<file path="src/inc/acr_pkg.sv">
// Constants and types shared by the clock and range register bank
`default_nettype none
package acr_pkg;
  // ----------------------------------------------------------------
  // Register byte addresses
  // ----------------------------------------------------------------
  localparam logic [14:0] ADDR_DELAY_CTRL = 15'h0029;
  localparam logic [14:0] ADDR_CLK_IN     = 15'h002a;
  localparam logic [14:0] ADDR_SUPPLY     = 15'h002b;
  localparam logic [14:0] ADDR_POS0       = 15'h002c;
  localparam logic [14:0] ADDR_POS1       = 15'h002d;
  localparam logic [14:0] ADDR_POS2       = 15'h002e;
  localparam logic [14:0] ADDR_FS0        = 15'h0030;
  localparam logic [14:0] ADDR_FS1        = 15'h0031;
  // ----------------------------------------------------------------
  // Reset values
  // ----------------------------------------------------------------
  localparam logic [7:0]  RST_DELAY_CTRL  = 8'h80;
  localparam logic [7:0]  RST_CLK_IN      = 8'h00;
  localparam logic [7:0]  RST_SUPPLY      = 8'h10;
  localparam logic [23:0] RST_POS         = 24'h000000;
  localparam logic [15:0] RST_FS          = 16'ha000;
  // ----------------------------------------------------------------
  // Field positions and limits
  // ----------------------------------------------------------------
  localparam int BIT_DEVICE_SAMPLE_CLOCK_PECL   = 2;
  localparam int BIT_ALIGNREF_PECL = 1;
  localparam int BIT_ALIGNREF_INV  = 0;
  localparam int BIT_QUANT_QUIET   = 2;
  localparam int BIT_CLKPATH_QUIET = 0;
  localparam int DSEL_MSB          = 3;
  localparam int DELAY_TAPS        = 16;
  localparam logic [15:0] FS_MIN_RECOMMENDED = 16'h2000;
  // ----------------------------------------------------------------
  // Serial port framing
  // ----------------------------------------------------------------
  localparam logic [3:0] HDR_LAST  = 4'hf;
  localparam logic [3:0] BYTE_LAST = 4'h7;
  typedef enum logic [2:0] {
    ST_IDLE = 3'b001,
    ST_HDR  = 3'b010,
    ST_DATA = 3'b100
  } acr_spi_state_t;
endpackage
`default_nettype wire

</file>
<file path="src/inc/acr_cfg_if.sv">
// Byte access path between the serial port and the register bank
`timescale 1ns/1ns
`default_nettype none
interface acr_cfg_if;
  logic        wr_en;
  logic [14:0] addr;
  logic [7:0]  wdata;
  logic [7:0]  rdata;
  modport port (output wr_en, output addr, output wdata, input rdata);
  modport regs (input wr_en, input addr, input wdata, output rdata);
endinterface
`default_nettype wire

</file>
<file path="src/core/acr_clock_range_regs.sv">
// Clock input, supply quieting, alignment position and full-scale registers
// Operation
// [RULE_01] Bit 2 of the clock input register puts the device clock input in PECL mode.
// [RULE_02] Bit 1 of the clock input register puts the alignment reference input in PECL mode.
// [RULE_03] Bit 0 of the clock input register inverts the alignment reference before use.
// [RULE_04] Software writes only default values into reserved bits of both clock registers.
// [RULE_05] Bit 2 of the supply register enables quieting of the quantizer supply.
// [RULE_06] Bit 0 of the supply register enables quieting of the clock path supply.
// [RULE_07] A read-only 24-bit word reports where the alignment edge fell against the clock.
// [RULE_08] Software uses the edge position word to choose the delay select value.
// [RULE_09] A 16-bit read/write full-scale field resets to 0xa000 and serves every channel.
// [RULE_10] Code 0x2000 means 500 mVPP, 0xffff means 1000 mVPP, lower codes degrade.
// [RULE_11] A 4-bit delay select field picks the alignment reference capture delay.
// [RULE_12] Writes to the edge position word are ignored and leave it unchanged.
`timescale 1ns/1ns
`default_nettype none
module acr_clock_range_regs (
  input  wire logic        MCLK,
  input  wire logic        SRST,
  input  wire logic        SCLK,
  input  wire logic        SCS_N,
  input  wire logic        SDI,
  output var  logic        SDO,
  output var  logic        SDO_OE,
  input  wire logic        ALIGN_REF_IN,
  input  wire logic [23:0] ALIGN_POS_IN,
  output var  logic        DEVCLOCK_PECL_MODE_ENABLE,
  output var  logic        ALIGNREF_PECL_MODE_ENABLE,
  output var  logic        ALIGNREF_POLARITY_INVERT,
  output var  logic        QUANTIZER_SUPPLY_QUIETING_ENABLE,
  output var  logic        CLOCKPATH_SUPPLY_QUIETING_ENABLE,
  output var  logic [3:0]  ALIGNREF_DELAY_SELECT,
  output var  logic        ALIGN_REF_ALIGNED,
  output var  logic [15:0] FULL_SCALE_SETTING,
  output var  logic        FULL_SCALE_DEGRADED
);
  // ----------------------------------------------------------------
  // Serial port
  // ----------------------------------------------------------------
  acr_cfg_if cfg ();
  acr_spi_port u_port (
    .clk       (MCLK),
    .srst      (SRST),
    .sclk_pin  (SCLK),
    .scs_n_pin (SCS_N),
    .sdi_pin   (SDI),
    .sdo       (SDO),
    .sdo_oe    (SDO_OE),
    .cfg       (cfg.port)
  );
  // ----------------------------------------------------------------
  // Register state
  // ----------------------------------------------------------------
  logic [7:0]  dctl_r, dctl_nxt, clkin_r, clkin_nxt, sup_r, sup_nxt;
  logic [15:0] fs_r, fs_nxt;
  logic        degr_r, degr_nxt;
  logic [23:0] pos_s1_r, pos_s2_r, pos_r, pos_nxt;
  logic        ref_s1_r, ref_s2_r;
  localparam int DELAY_W = acr_pkg::DELAY_TAPS;
  logic [DELAY_W-1:0] dl_r, dl_nxt;
  logic        algn_r, algn_nxt;

  function automatic logic [7:0] rd_mux(input logic [14:0] a, input logic [7:0] d,
                                        input logic [7:0] c, input logic [7:0] s,
                                        input logic [23:0] p, input logic [15:0] f);
    case (a)
      acr_pkg::ADDR_DELAY_CTRL: rd_mux = d;
      acr_pkg::ADDR_CLK_IN:     rd_mux = c;
      acr_pkg::ADDR_SUPPLY:     rd_mux = s;
      acr_pkg::ADDR_POS0:       rd_mux = p[7:0];
      acr_pkg::ADDR_POS1:       rd_mux = p[15:8];
      acr_pkg::ADDR_POS2:       rd_mux = p[23:16];
      acr_pkg::ADDR_FS0:        rd_mux = f[7:0];
      acr_pkg::ADDR_FS1:        rd_mux = f[15:8];
      default:                  rd_mux = 8'h00;
    endcase
  endfunction

  assign cfg.rdata = rd_mux(cfg.addr, dctl_r, clkin_r, sup_r, pos_r, fs_r); // [RULE_07]

  always_comb
  begin
    dctl_nxt  = dctl_r;
    clkin_nxt = clkin_r;
    sup_nxt   = sup_r;
    fs_nxt    = fs_r;
    if (cfg.wr_en)
    begin
      // Position bytes have no write path at all [RULE_12]
      case (cfg.addr)
        acr_pkg::ADDR_DELAY_CTRL: dctl_nxt      = cfg.wdata; // [RULE_11]
        acr_pkg::ADDR_CLK_IN:     clkin_nxt     = cfg.wdata; // [RULE_01] [RULE_02] [RULE_03]
        acr_pkg::ADDR_SUPPLY:     sup_nxt       = cfg.wdata; // [RULE_05] [RULE_06]
        acr_pkg::ADDR_FS0:        fs_nxt[7:0]   = cfg.wdata; // [RULE_09]
        acr_pkg::ADDR_FS1:        fs_nxt[15:8]  = cfg.wdata; // [RULE_09]
        default:                  fs_nxt        = fs_r;
      endcase
    end
    degr_nxt = fs_nxt < acr_pkg::FS_MIN_RECOMMENDED; // [RULE_10]
    // Word-wide sync: detector must hold the word steady between updates
    pos_nxt  = pos_s2_r; // [RULE_07]
    dl_nxt   = {dl_r[DELAY_W-2:0], ref_s2_r ^ clkin_r[acr_pkg::BIT_ALIGNREF_INV]}; // [RULE_03]
    algn_nxt = dl_r[dctl_r[acr_pkg::DSEL_MSB:0]]; // [RULE_11]
  end

  always_ff @(posedge MCLK)
  begin
    if (SRST)
    begin
      dctl_r   <= acr_pkg::RST_DELAY_CTRL;
      clkin_r  <= acr_pkg::RST_CLK_IN;
      sup_r    <= acr_pkg::RST_SUPPLY;
      fs_r     <= acr_pkg::RST_FS; // [RULE_09]
      degr_r   <= 1'b0;
      pos_s1_r <= acr_pkg::RST_POS;
      pos_s2_r <= acr_pkg::RST_POS;
      pos_r    <= acr_pkg::RST_POS;
      ref_s1_r <= 1'b0;
      ref_s2_r <= 1'b0;
      dl_r     <= '0;
      algn_r   <= 1'b0;
    end
    else
    begin
      dctl_r   <= dctl_nxt;
      clkin_r  <= clkin_nxt;
      sup_r    <= sup_nxt;
      fs_r     <= fs_nxt;
      degr_r   <= degr_nxt;
      pos_s1_r <= ALIGN_POS_IN;
      pos_s2_r <= pos_s1_r;
      pos_r    <= pos_nxt;
      ref_s1_r <= ALIGN_REF_IN;
      ref_s2_r <= ref_s1_r;
      dl_r     <= dl_nxt;
      algn_r   <= algn_nxt;
    end
  end

  // ----------------------------------------------------------------
  // Outputs
  // ----------------------------------------------------------------
  assign DEVCLOCK_PECL_MODE_ENABLE        = clkin_r[acr_pkg::BIT_DEVICE_SAMPLE_CLOCK_PECL];   // [RULE_01]
  assign ALIGNREF_PECL_MODE_ENABLE        = clkin_r[acr_pkg::BIT_ALIGNREF_PECL]; // [RULE_02]
  assign ALIGNREF_POLARITY_INVERT         = clkin_r[acr_pkg::BIT_ALIGNREF_INV];  // [RULE_03]
  assign QUANTIZER_SUPPLY_QUIETING_ENABLE = sup_r[acr_pkg::BIT_QUANT_QUIET];     // [RULE_05]
  assign CLOCKPATH_SUPPLY_QUIETING_ENABLE = sup_r[acr_pkg::BIT_CLKPATH_QUIET];   // [RULE_06]
  assign ALIGNREF_DELAY_SELECT            = dctl_r[acr_pkg::DSEL_MSB:0];         // [RULE_11]
  assign ALIGN_REF_ALIGNED                = algn_r;
  assign FULL_SCALE_SETTING               = fs_r;                                // [RULE_09]
  assign FULL_SCALE_DEGRADED              = degr_r;                              // [RULE_10]

  // ----------------------------------------------------------------
  // Assertions
  // ----------------------------------------------------------------
  logic wr_clk, wr_sup;
  assign wr_clk = cfg.wr_en && (cfg.addr == acr_pkg::ADDR_CLK_IN);
  assign wr_sup = cfg.wr_en && (cfg.addr == acr_pkg::ADDR_SUPPLY);
endmodule // acr_clock_range_regs
`default_nettype wire

</file>
<file path="src/core/acr_spi_port.sv">
// Configuration serial port: pin synchronisers and byte framing
`timescale 1ns/1ns
`default_nettype none
module acr_spi_port (
  input  wire logic  clk,
  input  wire logic  srst,
  input  wire logic  sclk_pin,
  input  wire logic  scs_n_pin,
  input  wire logic  sdi_pin,
  output var  logic  sdo,
  output var  logic  sdo_oe,
  acr_cfg_if.port    cfg
);
  // ----------------------------------------------------------------
  // Synchronisers
  // ----------------------------------------------------------------
  logic sclk_s1_r, sclk_s2_r, sclk_s3_r, cs_s1_r, cs_s2_r, sdi_s1_r, sdi_s2_r;
  always_ff @(posedge clk)
  begin
    if (srst)
    begin
      {sclk_s1_r, sclk_s2_r, sclk_s3_r} <= 3'h0;
      {cs_s1_r, cs_s2_r}                <= 2'h3;
      {sdi_s1_r, sdi_s2_r}              <= 2'h0;
    end
    else
    begin
      sclk_s1_r <= sclk_pin;
      sclk_s2_r <= sclk_s1_r;
      sclk_s3_r <= sclk_s2_r;
      cs_s1_r   <= scs_n_pin;
      cs_s2_r   <= cs_s1_r;
      sdi_s1_r  <= sdi_pin;
      sdi_s2_r  <= sdi_s1_r;
    end
  end
  logic rise, fall;
  assign rise = sclk_s2_r & ~sclk_s3_r;
  assign fall = ~sclk_s2_r & sclk_s3_r;
  // ----------------------------------------------------------------
  // Framing
  // ----------------------------------------------------------------
  acr_pkg::acr_spi_state_t st_r, st_nxt;
  logic [3:0]  cnt_r, cnt_nxt;
  logic [15:0] sh_r, sh_nxt;
  logic        rw_r, rw_nxt, wr_r, wr_nxt, ld_r, ld_nxt, sdo_r, sdo_nxt;
  logic [14:0] addr_r, addr_nxt;
  logic [7:0]  tx_r, tx_nxt, wd_r, wd_nxt;
  always_comb
  begin
    st_nxt   = st_r;
    cnt_nxt  = cnt_r;
    sh_nxt   = sh_r;
    rw_nxt   = rw_r;
    addr_nxt = addr_r;
    wr_nxt   = 1'b0;
    ld_nxt   = 1'b0;
    tx_nxt   = tx_r;
    sdo_nxt  = sdo_r;
    wd_nxt   = wd_r;
    case (st_r)
      acr_pkg::ST_IDLE:
        if (!cs_s2_r)
        begin
          st_nxt  = acr_pkg::ST_HDR;
          cnt_nxt = 4'h0;
        end
      acr_pkg::ST_HDR:
        if (rise)
        begin
          sh_nxt  = {sh_r[14:0], sdi_s2_r};
          cnt_nxt = cnt_r + 4'h1;
          if (cnt_r == acr_pkg::HDR_LAST)
          begin
            rw_nxt   = sh_r[14];
            addr_nxt = {sh_r[13:0], sdi_s2_r};
            ld_nxt   = sh_r[14];
            cnt_nxt  = 4'h0;
            st_nxt   = acr_pkg::ST_DATA;
          end
        end
      acr_pkg::ST_DATA:
      begin
        // Streaming moves to the next byte address after each access
        if (ld_r)
        begin
          tx_nxt   = cfg.rdata;
          addr_nxt = addr_r + 15'h0001;
        end
        if (wr_r)
          addr_nxt = addr_r + 15'h0001;
        if (rise)
        begin
          sh_nxt  = {sh_r[14:0], sdi_s2_r};
          cnt_nxt = cnt_r + 4'h1;
          if (cnt_r == acr_pkg::BYTE_LAST)
          begin
            cnt_nxt = 4'h0;
            wr_nxt  = ~rw_r;
            ld_nxt  = rw_r;
            wd_nxt  = {sh_r[6:0], sdi_s2_r};
          end
        end
        // Uses the freshly loaded byte if load and edge coincide
        if (fall && rw_r)
        begin
          sdo_nxt = tx_nxt[7];
          tx_nxt  = {tx_nxt[6:0], 1'b0};
        end
      end
      default: st_nxt = acr_pkg::ST_IDLE;
    endcase
    if (cs_s2_r)
    begin
      st_nxt = acr_pkg::ST_IDLE;
      ld_nxt = 1'b0;
    end
  end
  always_ff @(posedge clk)
  begin
    if (srst)
    begin
      st_r   <= acr_pkg::ST_IDLE;
      cnt_r  <= 4'h0;
      sh_r   <= 16'h0000;
      rw_r   <= 1'b0;
      addr_r <= 15'h0000;
      wr_r   <= 1'b0;
      ld_r   <= 1'b0;
      tx_r   <= 8'h00;
      sdo_r  <= 1'b0;
      wd_r   <= 8'h00;
    end
    else
    begin
      st_r   <= st_nxt;
      cnt_r  <= cnt_nxt;
      sh_r   <= sh_nxt;
      rw_r   <= rw_nxt;
      addr_r <= addr_nxt;
      wr_r   <= wr_nxt;
      ld_r   <= ld_nxt;
      tx_r   <= tx_nxt;
      sdo_r  <= sdo_nxt;
      wd_r   <= wd_nxt;
    end
  end
  assign cfg.wr_en = wr_r;
  assign cfg.addr  = addr_r;
  assign cfg.wdata = wd_r;
  assign sdo       = sdo_r;
  assign sdo_oe    = rw_r & (st_r == acr_pkg::ST_DATA) & ~cs_s2_r;
endmodule // acr_spi_port
`default_nettype wire

</file>
<file path="config.mk">
export PLATFORM = sky130hd
export DESIGN_NAME = acr_clock_range_regs
export DESIGN_NICKNAME = d
export VERILOG_FILES = /design/src/inc/acr_pkg.sv /design/src/inc/acr_cfg_if.sv /design/src/core/acr_clock_range_regs.sv /design/src/core/acr_spi_port.sv
export SDC_FILE = /design/constraint.sdc
export NUM_CORES = 1
export LEC_CHECK = 0
export CAP_MARGIN = 5
export CORE_UTILIZATION = 23
export CTS_CLUSTER_SIZE = 25
export DETAILED_ROUTE_END_ITERATION = 10
export DONT_BUFFER_PORTS = 1
export PLACE_DENSITY_LB_ADDON = 0.08
export SETUP_SLACK_MARGIN = 0.4
export SLEW_MARGIN = 0
export SYNTH_ARGS = -nofsm -noshare
export SYNTH_HDL_FRONTEND = slang
export SYNTH_HIERARCHICAL = 1
export SYNTH_SLANG_ARGS = --single-unit
</file>
<file path="constraint.sdc">
create_clock -name MCLK -period 2.25 [get_ports MCLK]
set_clock_uncertainty 0.05 [all_clocks]
set_input_delay 0 -clock MCLK [delete_from_list [all_inputs] [get_ports MCLK]]
set_output_delay 0 -clock MCLK [all_outputs]
set_load 0.1 [all_outputs]
</file>
==> results of run 1 <==
## what timing repair did
action	4_1_cts	5_1_grt
pin swaps	16	14
setup buffers	10	5
setup endpoints to repair	59	87
gates resized for setup	33	33
endpoints found under the hold margin	196	55
## report_power, final
part	total [µW]	internal, µW	switching, µW
Sequential	3540	3520	20.0
Clock	3070	1530	1540
Combinational	185	147	38.1
## Yosys cell counts, types with 2 or more instances
cell type	n	area share
nor2b_1	100	0.080
o211ai_1	5	0.0048
and4_1	4	0.0045
a221o_1	8	0.010
xnor2_1	2	0.0022
o31a_1	5	0.0056
nand4_2	3	0.0048
buf_6	5	0.0072
o22ai_1	7	0.0056
buf_4	7	0.0067
or2_2	3	0.0024
a32o_1	2	0.0025
nor3b_2	5	0.0080
or4_1	2	0.0019
inv_1	6	0.0029
buf_2	12	0.0076
nor4bb_1	2	0.0025
nand3_1	9	0.0057
nor4_1	3	0.0024
clkbuf_1	26	0.012
mux4_2	4	0.011
nand3b_1	3	0.0029
ha_1	2	0.0032
nor2_1	51	0.024
or3_1	4	0.0032
mux2i_1	80	0.10
o32ai_1	5	0.0056
nand2b_1	46	0.037
nand4_1	4	0.0032
mux2_2	21	0.030
nand2_1	44	0.021
a22oi_1	9	0.0086
a31oi_1	3	0.0024
a21oi_1	27	0.017
xor2_1	2	0.0022
or4b_1	2	0.0025
o21ai_0	18	0.011
nor3_1	2	0.0013
clkbuf_2	2	0.0013
dfxtp_1	196	0.50
## area by class of cell
type | count | area [µm²]
Timing Repair Buffer | 266 | 2530
Sequential cell | 196 | 3950
Tap cell | 448 | 561
Multi-Input combinational cell | 511 | 3820
Inverter | 6 | 22.5
Clock buffer | 18 | 439
Fill cell | 3471 | 22100
Clock inverter | 14 | 158
## state kept, by name, indices dropped and copies added, names as in the netlist, 15 cells and up
register / flops
u_port/sh_r: 15
u_port/cfg.addr: 15
dl_r: 16
FULL_SCALE_SETTING: 16
pos_r: 24
pos_nxt: 24
pos_s1_r: 24
## layout by cell type, fill, tap and decap left out, drive strengths merged, types with 7 or more instances in the layout
master       synthesis  final
nor2                52     52
nand2               44     44
inv                  6     15
mux2                21     21
a21oi               28     28
o22ai                8      8
clkbuf              28     18
buf                 24    100
dlygate4sd3          0    165
nand4                7      7
o21ai               18     18
a22oi                9      9
nand3                9      9
mux2i               80     80
dfxtp              196    196
a221o                8      8
nor2b              100    100
nand2b              46     46
## logic make-up (layout without fill, tap and decap cells)
| group | after synthesis | in the layout | synth area share |
|---|---|---|---|
| multiplexers | 105 | 105 | 0.144 |
| AND/OR/NAND/NOR | 301 | 301 | 0.225 |
| XOR/XNOR | 4 | 4 | 0.00446 |
| adder cells (fa/ha/maj) | 2 | 2 | 0.00319 |
| flip-flops | 196 | 196 | 0.500 |
| buffers and inverters | 58 | 304 | 0.0381 |
| AO/OA/AOI/OAI | 99 | 99 | 0.0859 |
## per-stage QoR
step	setup WS, ns	utilization	total power [µW]
3_3_place_gp	-0.190	0.263	3710
4_1_cts	-0.121	0.337	6950
2_1_floorplan	-0.00297	-	3730
5_1_grt	-0.199	0.342	7110
3_5_place_dp	-0.213	0.263	3710
6_report	-0.107	0.342	6800
## worst max-delay path, delay by kind of cell (launching register included)
kind / cells / cell delay (ns)
mux: 1 / 0.14
compound gates: 4 / 0.57
flops: 1 / 0.32
simple gates: 4 / 1.20
## worst paths after layout
| kind | startpoint | endpoint | slack (ns) | cells after the start |
|---|---|---|---|---|
| hold reg to reg | u_port/tx_r[0] | u_port/tx_r[0] | 0.40 | 2 |
| setup / recovery | u_port/cfg.addr[13] | u_port/tx_r[6] | -0.11 | 9 |
| hold / removal | SRST | u_port/sh_r[8] | -0.39 | 1 |
| setup reg to reg | u_port/cfg.addr[13] | u_port/tx_r[6] | -0.11 | 9 |
## layer usage
| layer | routed length (µm) | vias up |
|---|---|---|
| li1 | - | 3114 |
| met1 | 9190 | 2984 |
| met2 | 10200 | 87 |
| met3 | 864 | 26 |
| met4 | 428 | 0 |
| met5 | 0 | - |
==> flow_summary.json, run 1 <==
{
  "status": "finished, violations left",
  "violations": "hold timing, setup timing",
  "peakVddDrop_v": 0.000496,
  "drc": 0,
  "grt_usage": 0.123,
  "critical_path_peak_fanout": 8,
  "clock_latency_ns": 0.45,
  "vias": 6211,
  "die_h_um": 187,
  "coreArea_mm2": 0.0335,
  "fin_nets": 1030,
  "synth_top_flop_cell": "dfxtp_1",
  "worstSetupStartpointType": "flip-flop",
  "postLayoutSetupSlackWorst_ns": -0.107,
  "dr.pass1.iters": 4,
  "dp_cells": 1246,
  "grt_pass1_vias": 6346,
  "grtUsageMet2": 0.210,
  "slew_headroom": 0.369,
  "power.density_mw_per_mm2": 592,
  "min-delay-path-class": "primary input to flip-flop",
  "synth_seq_cells": 196,
  "slowest_delay_ns": 0.57,
  "min_period_ns": 2.36,
  "gp_congestion": 0.772,
  "rows": 67,
  "synth.avg_cell_area_um2": 10.3,
  "grt_overflow": 0,
  "cts_made_buffers": 17,
  "synth_edf_count": 0,
  "finalSetupTns_ns": -0.459,
  "whs_ns": -0.393,
  "synthCells": 765,
  "crit_slowest_cell": "or4b_4",
  "end_kind": "flip-flop",
  "final_cell_area_mm2": 0.0115,
  "ys_seq_area_frac": 0.500,
  "wl_per_cell_um": 14.2,
  "drive_gt1_frac": 0.212,
  "grtUsageMet3": 0.0335,
  "synth_fp_nets": 797,
  "port_buffers": 0,
  "placedInstanceArea_mm2": 0.00882,
  "critPathKind": "flip-flop to flip-flop",
  "clkSlewWorstSetupHoldPaths_ns": 0.07,
  "ios": 59,
  "synthArstFlopShare": 0,
  "routed_via_density": 4.26,
  "ant_nets": 0,
  "cts_max_level": 4,
  "p_leak_uw": 0.00451,
  "syn_area_mm2": 0.00785,
  "antenna_cells": 0,
  "finalSetupViolations": 6,
  "cts_tree": "built",
  "stdcell_count": 1459,
  "die_w_um": 187,
  "period_share": 1.05,
  "root_buffer": "clkbuf_16",
  "path_cells": "or4b_4 > or4_4 > o22ai_2 > a221o_1 > mux2_4 > nand2_1 > o21ai_1 > nand2_1 > a21oi_1",
  "drt-initial-drc-count": 226,
  "wl_mm": 20.7,
  "postCtsHoldBufs": 166,
  "grt_busiest_layer": "met2",
  "rsz0062_at_grt": "yes",
  "antenna_found_initial": 0,
  "drv_cap": 0,
  "worst_slew_pin_slew_ns": 0.946,
  "clk_path_buf_depth": 2,
  "clkSinkCount": 196,
  "yosysWarningCount": 6,
  "grt_pass1_wl_mm": 33.5,
  "timing.fmax_mhz": 424,
  "grt_use_met1": 0.145,
  "grt_max_degree": 208,
  "report.final.slew_viol_count": 0,
  "place_hpwl_mm": 13.1,
  "die-area_mm2": 0.0349,
  "crit_path_frequent_cell": "nand2_1",
  "synth_cell_types": 64,
  "arrival_ns": 2.67,
  "start_util": 0.234,
  "cp_data_required_time_ns": 2.57,
  "hold_violations": 52,
  "area_delta_synth_final_pct": 46.2
}
No activity file was read; power rests on OpenSTA's default activity.
==> inputs of run 2 (changes only) <==
- SYNTH_HIERARCHICAL: 1 -> not set
==> run 2 against run 1 <==
Against the previous run: the run now ends clean; register-to-register slack better by 0.28 ns; cell area down 4.6%; combinational power up 8%; area after synthesis down 3.3%.
==> flow_summary.json, run 2 <==
{
  "status": "completed",
  "ios": 59,
  "synthArstFlopShare": 0,
  "synth_seq_cells": 196,
  "hold_violations": 0,
  "mostFrequentLayoutCells": "dfxtp_1, nand2_1, nor2b_1",
  "synth_fp_nets": 868,
  "finalSetupTns_ns": 0,
  "wl_per_cell_um": 16.7,
  "clock_latency_ns": 0.44,
  "seqCellArea_mm2": 0.00397,
  "highest_layer": "met4",
  "cts_made_buffers": 17,
  "synth_most_common_cell": "dfxtp_1",
  "end_kind": "flip-flop",
  "synth_edf_count": 0,
  "grt_pass1_wl_mm": 37.4,
  "start_util": 0.233,
  "arrival_ns": 2.35,
  "synth_top_flop_cell": "dfxtp_1",
  "rows": 66,
  "drv_cap": 0,
  "cts_tree": "built",
  "crit_slowest_cell": "dfxtp_4",
  "fin_nets": 1027,
  "clk_path_buf_depth": 2,
  "critical_path_peak_fanout": 12,
  "met1Wirelength_mm": 11.8,
  "crit_start": "u_port.cfg.addr[0]",
  "path_cells": "inv_4 > ha_4 > buf_12 > buf_12 > buf_12 > a22oi_2 > o22ai_2 > a211oi_2 > nor2_2 > a221oi_2 > nor3_1",
  "die_w_um": 184,
  "port_buffers": 0,
  "synth_top_area_share": 0.517,
  "power_uw": 6770,
  "reg2reg_slack_ns": 0.17,
  "reg2reg_to": "u_port.tx_r[2]",
  "r2r_start": "u_port.cfg.addr[0]",
  "power.density_mw_per_mm2": 618,
  "p_leak_uw": 0.00393,
  "rsz0062_at_grt": "yes",
  "finalSetupViolations": 0,
  "place_hpwl_mm": 15.3,
  "grt_max_degree": 93,
  "synth_common_cells": "dfxtp_1, nand2_1, nor2b_1",
  "synth.area.top_cells": "dfxtp_1, nor2b_1, nand2_1, a21oi_1, nor2_1",
  "rr_worst_depth": 11,
  "synth.avg_cell_area_um2": 9.11,
  "drt-initial-drc-count": 311,
  "ant_nets": 0,
  "syn_area_mm2": 0.00759,
  "synthCells": 833,
  "drive_gt1_frac": 0.278,
  "multiInputGateArea_mm2": 0.00380,
  "synth_cell_types": 65,
  "peakVddDrop_v": 0.000523,
  "grt_usage": 0.148,
  "critPathKind": "flip-flop to flip-flop",
  "dr.pass1.iters": 5,
  "die-area_mm2": 0.0337,
  "clkSinkCount": 196,
  "cp_data_required_time_ns": 2.52,
  "grt_overflow": 0,
  "min-delay-path-class": "primary input to flip-flop",
  "vias": 6461,
  "antenna_found_initial": 1,
  "slowest_delay_ns": 0.40,
  "min_period_ns": 2.08,
  "clkSlewWorstSetupHoldPaths_ns": 0.08,
  "timing.fmax_mhz": 481,
  "met3_length_um": 614,
  "nFillCells": 3493,
  "report.final.slew_viol_count": 0,
  "ys_seq_area_frac": 0.517,
  "die_h_um": 184,
  "grt_pass1_vias": 6348,
  "route.met2.wl_mm": 11.3,
  "coreArea_mm2": 0.0325,
  "yosysTopAreaCell": "dfxtp_1",
  "slew_headroom": 0.373,
  "worstSetupStartpointType": "flip-flop",
  "layout_commonest_cell": "dfxtp_1",
  "wl_mm": 24.1,
  "final_core_util": 0.337,
  "yosysWarningCount": 0,
  "drc": 0,
  "timing.critical_path.to": "u_port.tx_r[2]",
  "crit_path_frequent_cell": "buf_12",
  "gp_congestion": 0.778,
  "antenna_cells": 0,
  "cts_max_level": 4,
  "root_buffer": "clkbuf_16",
  "area_delta_synth_final_pct": 44.3,
  "period_share": 0.924,
  "routed_via_density": 4.47,
  "worst_slew_pin_slew_ns": 0.939
}
[run 2: cell count changes after synthesis, moves of 7 or more]
cell | before | now
mux2_2 | 21 | 0
a211oi_1 | 1 | 12
nand2_1 | 44 | 134
nor3_1 | 2 | 9
and3_1 | 1 | 8
nand3_1 | 9 | 22
a22oi_1 | 9 | 16
mux2i_1 | 80 | 18
buf_2 | 12 | 5
a21oi_1 | 27 | 73
a221o_1 | 8 | 0
nand2b_1 | 46 | 2
nor2_1 | 51 | 61
[run 2: power breakdown]
| part | switching (µW) | internal [µW] |
|---|---|---|
| registers | 25.5 | 3520 |
| logic | 76.2 | 123 |
| clock network | 1540 | 1480 |
| total | 1640 | 5120 |
[run 2: logic make-up (layout without fill, tap and decap cells)]
group | after synthesis | count (layout) | share of synthesized area
AND/OR/NAND/NOR | 365 | 365 | 0.243
flip-flops | 196 | 196 | 0.517
AO/OA/AOI/OAI | 171 | 171 | 0.141
buffers and inverters | 70 | 242 | 0.0489
multiplexers | 23 | 23 | 0.0386
adder cells (fa/ha/maj) | 5 | 5 | 0.00824
XOR/XNOR | 3 | 3 | 0.00346
[run 2: metrics by stage]
stage	area (µm²)	hold WS, ns	setup slack, ns	instances
after detailed placement	8510	0.0359	0.0546	1296
after CTS	10600	0.0931	0.150	1439
after floorplan	7650	0.0538	0.365	833
after global routing	11000	0.0998	0.0294	1447
after global placement	8510	0.0334	0.0202	1296
final	11000	0.116	0.170	1447
[run 2: worst min-delay path by stage]
stage,from,endpoint,slack [ns],depth (start not counted)
3_3_place_gp,SRST,clkin_r[1],0.03,1
4_1_cts,SRST,u_port.sdi_s1_r,0.09,2
6_report,SRST,u_port.sdi_s2_r,0.12,2
2_1_floorplan,SCS_N,u_port.cs_s1_r,0.05,1
3_5_place_dp,SRST,clkin_r[1],0.04,1
5_1_grt,SRST,u_port.sdi_s2_r,0.1,2
[run 2: cell type report]
class	instances	area share
Clock inverter	14	0.0130
Clock buffer	18	0.0392
Timing Repair Buffer	200	0.184
Inverter	10	0.00388
Tap cell	442	0.0505
Multi-Input combinational cell	567	0.347
Sequential cell	196	0.362
[run 2: what timing repair did]
action | in CTS | in global routing
cloned | 3 | 1
hold buffers | 95 | 0
endpoints found under the setup margin | 66 | 76
setup buffers | 13 | 7
pin swaps | 44 | 43
endpoints found under the hold margin | 191 | 0
resized for setup | 93 | 69
[run 2: per-layer routing]
layer	global-route usage	up-vias
met4	0.0423	0
met2	0.239	110
li1	-	3181
met5	0	-
met3	0.0254	23
met1	0.201	3147
[run 2: critical path: cells and delay by family (launching register included)]
kind                       cells  cell delay (ns)
AOI/OAI and AO/OA              4             0.75
buffers and inverters          4             0.44
DFF                            1             0.40
adders and majority gates      1             0.16
and+or+nand+nor                2             0.13
==> inputs of run 3 (changes only) <==
--- a/config.mk
+++ b/config.mk
@@ -12,5 +12,5 @@
 export DONT_BUFFER_PORTS = 1
 export PLACE_DENSITY_LB_ADDON = 0.08
-export SETUP_SLACK_MARGIN = 0.4
+export SETUP_SLACK_MARGIN = 0.1
 export SLEW_MARGIN = 0
 export SYNTH_ARGS = -nofsm -noshare
==> constraint.sdc (replaced) <==
create_clock -name MCLK -period 2.25 [get_ports MCLK]
set_clock_uncertainty 0.05 [all_clocks]
set_input_delay 0.1125 -clock MCLK [delete_from_list [all_inputs] [get_ports MCLK]]
set_output_delay 0.1125 -clock MCLK [all_outputs]
set_load 0.1 [all_outputs]
==> run 3 against run 2 <==
Against the previous run: clock power hardly changed; routed wire length is 3.9% lower; cell count is 0.76% lower; sequential share of layout area is 1.7 points higher; critical endpoint is now u_port.tx_r[6]; non-clock buffer count is 9 lower; setup slack worse by 0.024 ns.
==> flow_summary.json, run 3 (synthesis results as in run 2) <==
{
  "critical_path_peak_fanout": 6,
  "gp_congestion": 0.758,
  "wl_per_cell_um": 16.1,
  "grt_pass1_vias": 6040,
  "drv_cap": 0,
  "cp_data_required_time_ns": 2.51,
  "grt_usage": 0.139,
  "cts_made_buffers": 17,
  "ant_nets": 0,
  "rsz0062_at_grt": "yes",
  "rows": 66,
  "ios": 59,
  "vias": 6295,
  "drc": 0,
  "period_share": 0.935,
  "whs_ns": 0.0134,
  "sw_frac_of_total": 0.230,
  "drive_gt1_frac": 0.179,
  "worst_slew_pin_slew_ns": 0.872,
  "die-area_mm2": 0.0337,
  "seq_power_share": 0.524,
  "path_cells": "buf_6 > ha_4 > buf_12 > a222oi_1 > o22ai_2 > a221oi_1 > a21oi_1 > a211oi_2 > nor3_1",
  "start_util": 0.233,
  "status": "completed",
  "clkPwrFrac": 0.447,
  "wl_mm": 23.2,
  "p_switching_uw": 1560,
  "fin_nets": 1018,
  "cts_max_level": 4,
  "place_hpwl_mm": 15.4,
  "finalSetupTns_ns": 0,
  "grt_pass1_wl_mm": 35.6,
  "antenna_found_initial": 0,
  "area_delta_synth_final_pct": 36.8,
  "routed_via_density": 4.38,
  "layout_commonest_cell": "dfxtp_1",
  "peakVddDrop_v": 0.000489,
  "timing.fmax_mhz": 475,
  "nFillCells": 3500,
  "mostFrequentLayoutCells": "dfxtp_1, nand2_1, dlygate4sd3_1",
  "arrival_ns": 2.37,
  "grt_overflow": 0,
  "root_buffer": "clkbuf_16",
  "dr.pass1.iters": 4,
  "min_period_ns": 2.10,
  "drt-initial-drc-count": 315,
  "power.density_mw_per_mm2": 652,
  "clock_latency_ns": 0.44,
  "p_leak_uw": 0.00380,
  "cts_tree": "built",
  "p_int_uw": 5210,
  "worstSetupStartpointType": "flip-flop",
  "hold_violations": 0,
  "critPathKind": "flip-flop to flip-flop",
  "slew_headroom": 0.411,
  "finalSetupViolations": 0,
  "critPathBufInv": 2,
  "antenna_cells": 0,
  "grt_max_degree": 184,
  "clk_path_buf_depth": 2,
  "report.final.slew_viol_count": 0,
  "slowest_delay_ns": 0.36,
  "min-delay-path-class": "primary input to flip-flop",
  "cpLargestDelayFamily": "compound AO/OA/AOI/OAI gates",
  "clkSlewWorstSetupHoldPaths_ns": 0.07,
  "die_h_um": 184,
  "combPwrFrac": 0.029,
  "coreArea_mm2": 0.0325,
  "end_kind": "flip-flop",
  "die_w_um": 184,
  "clkSinkCount": 196,
  "port_buffers": 0,
  "crit_slowest_cell": "a222oi_1"
}
==> run 3: worst paths after layout <==
check	startpoint	to	slack (ns)	depth (start not counted)
setup / recovery	u_port.cfg.addr[1]	u_port.tx_r[6]	0.15	9
hold / removal	SRST	sup_r[3]	0.01	2
setup reg to reg	u_port.cfg.addr[1]	u_port.tx_r[6]	0.15	9
hold reg to reg	dctl_r[5]	dctl_r[5]	0.41	2
==> run 3: what timing repair did <==
item	in CTS	in global routing
hold buffers	102	1
gates cloned	0	1
pin swaps	5	14
buffers inserted	0	8
hold endpoints to repair	184	81
setup endpoints to repair	5	35
resized for setup	9	40
==> run 3: layout make-up <==
class                           count  area, µm²  area share
Timing Repair Buffer              191       1800       0.173
Clock buffer                       17        425      0.0410
Multi-Input combinational cell    567       3490       0.336
Clock inverter                     13        145      0.0140
Tap cell                          442        553      0.0533
Sequential cell                   196       3940       0.379
Inverter                           10       37.5     0.00361
==> run 3: metal layers <==
| layer | part of all wire | GRT usage | vias up |
|---|---|---|---|
| met5 | 0 | 0 | - |
| met4 | 0.014 | 0.0407 | 0 |
| met3 | 0.031 | 0.0240 | 16 |
| met2 | 0.47 | 0.224 | 111 |
| met1 | 0.49 | 0.188 | 3023 |
| li1 | - | - | 3145 |
==> run 3: power groups by stage <==
stage / clock, µW / combinational (µW) / sequential (µW)
finish: 3020 / 194 / 3550
global placement: 0 / 79.0 / 3630
global route: 3280 / 213 / 3560
detailed placement: 0 / 78.8 / 3630
CTS: 3150 / 162 / 3550
floorplan: 0 / 101 / 3620
==> run 3: worst reg2reg max path, delay by kind of cell (launching register included) <==
family | cells | cell delay (ns)
buffers and inverters | 2 | 0.27
AND/OR/NAND/NOR | 1 | 0.07
flip-flops | 1 | 0.33
AO/OA/AOI/OAI | 5 | 1.10
adder cells (fa/ha/maj) | 1 | 0.17
==> run 3: per-stage QoR <==
| stage | setup slack, ns | util | instances | total power (µW) | cell area [µm²] |
|---|---|---|---|---|---|
| 2_1_floorplan | 0.210 | - | 833 | 3730 | 7590 |
| 3_3_place_gp | -0.0314 | 0.260 | 1294 | 3710 | 8470 |
| 3_5_place_dp | -0.0558 | 0.260 | 1294 | 3710 | 8470 |
| 6_report | 0.146 | 0.319 | 1436 | 6770 | 10400 |
| 5_1_grt | 0.0529 | 0.319 | 1436 | 7050 | 10400 |
| 4_1_cts | 0.101 | 0.310 | 1426 | 6860 | 10100 |
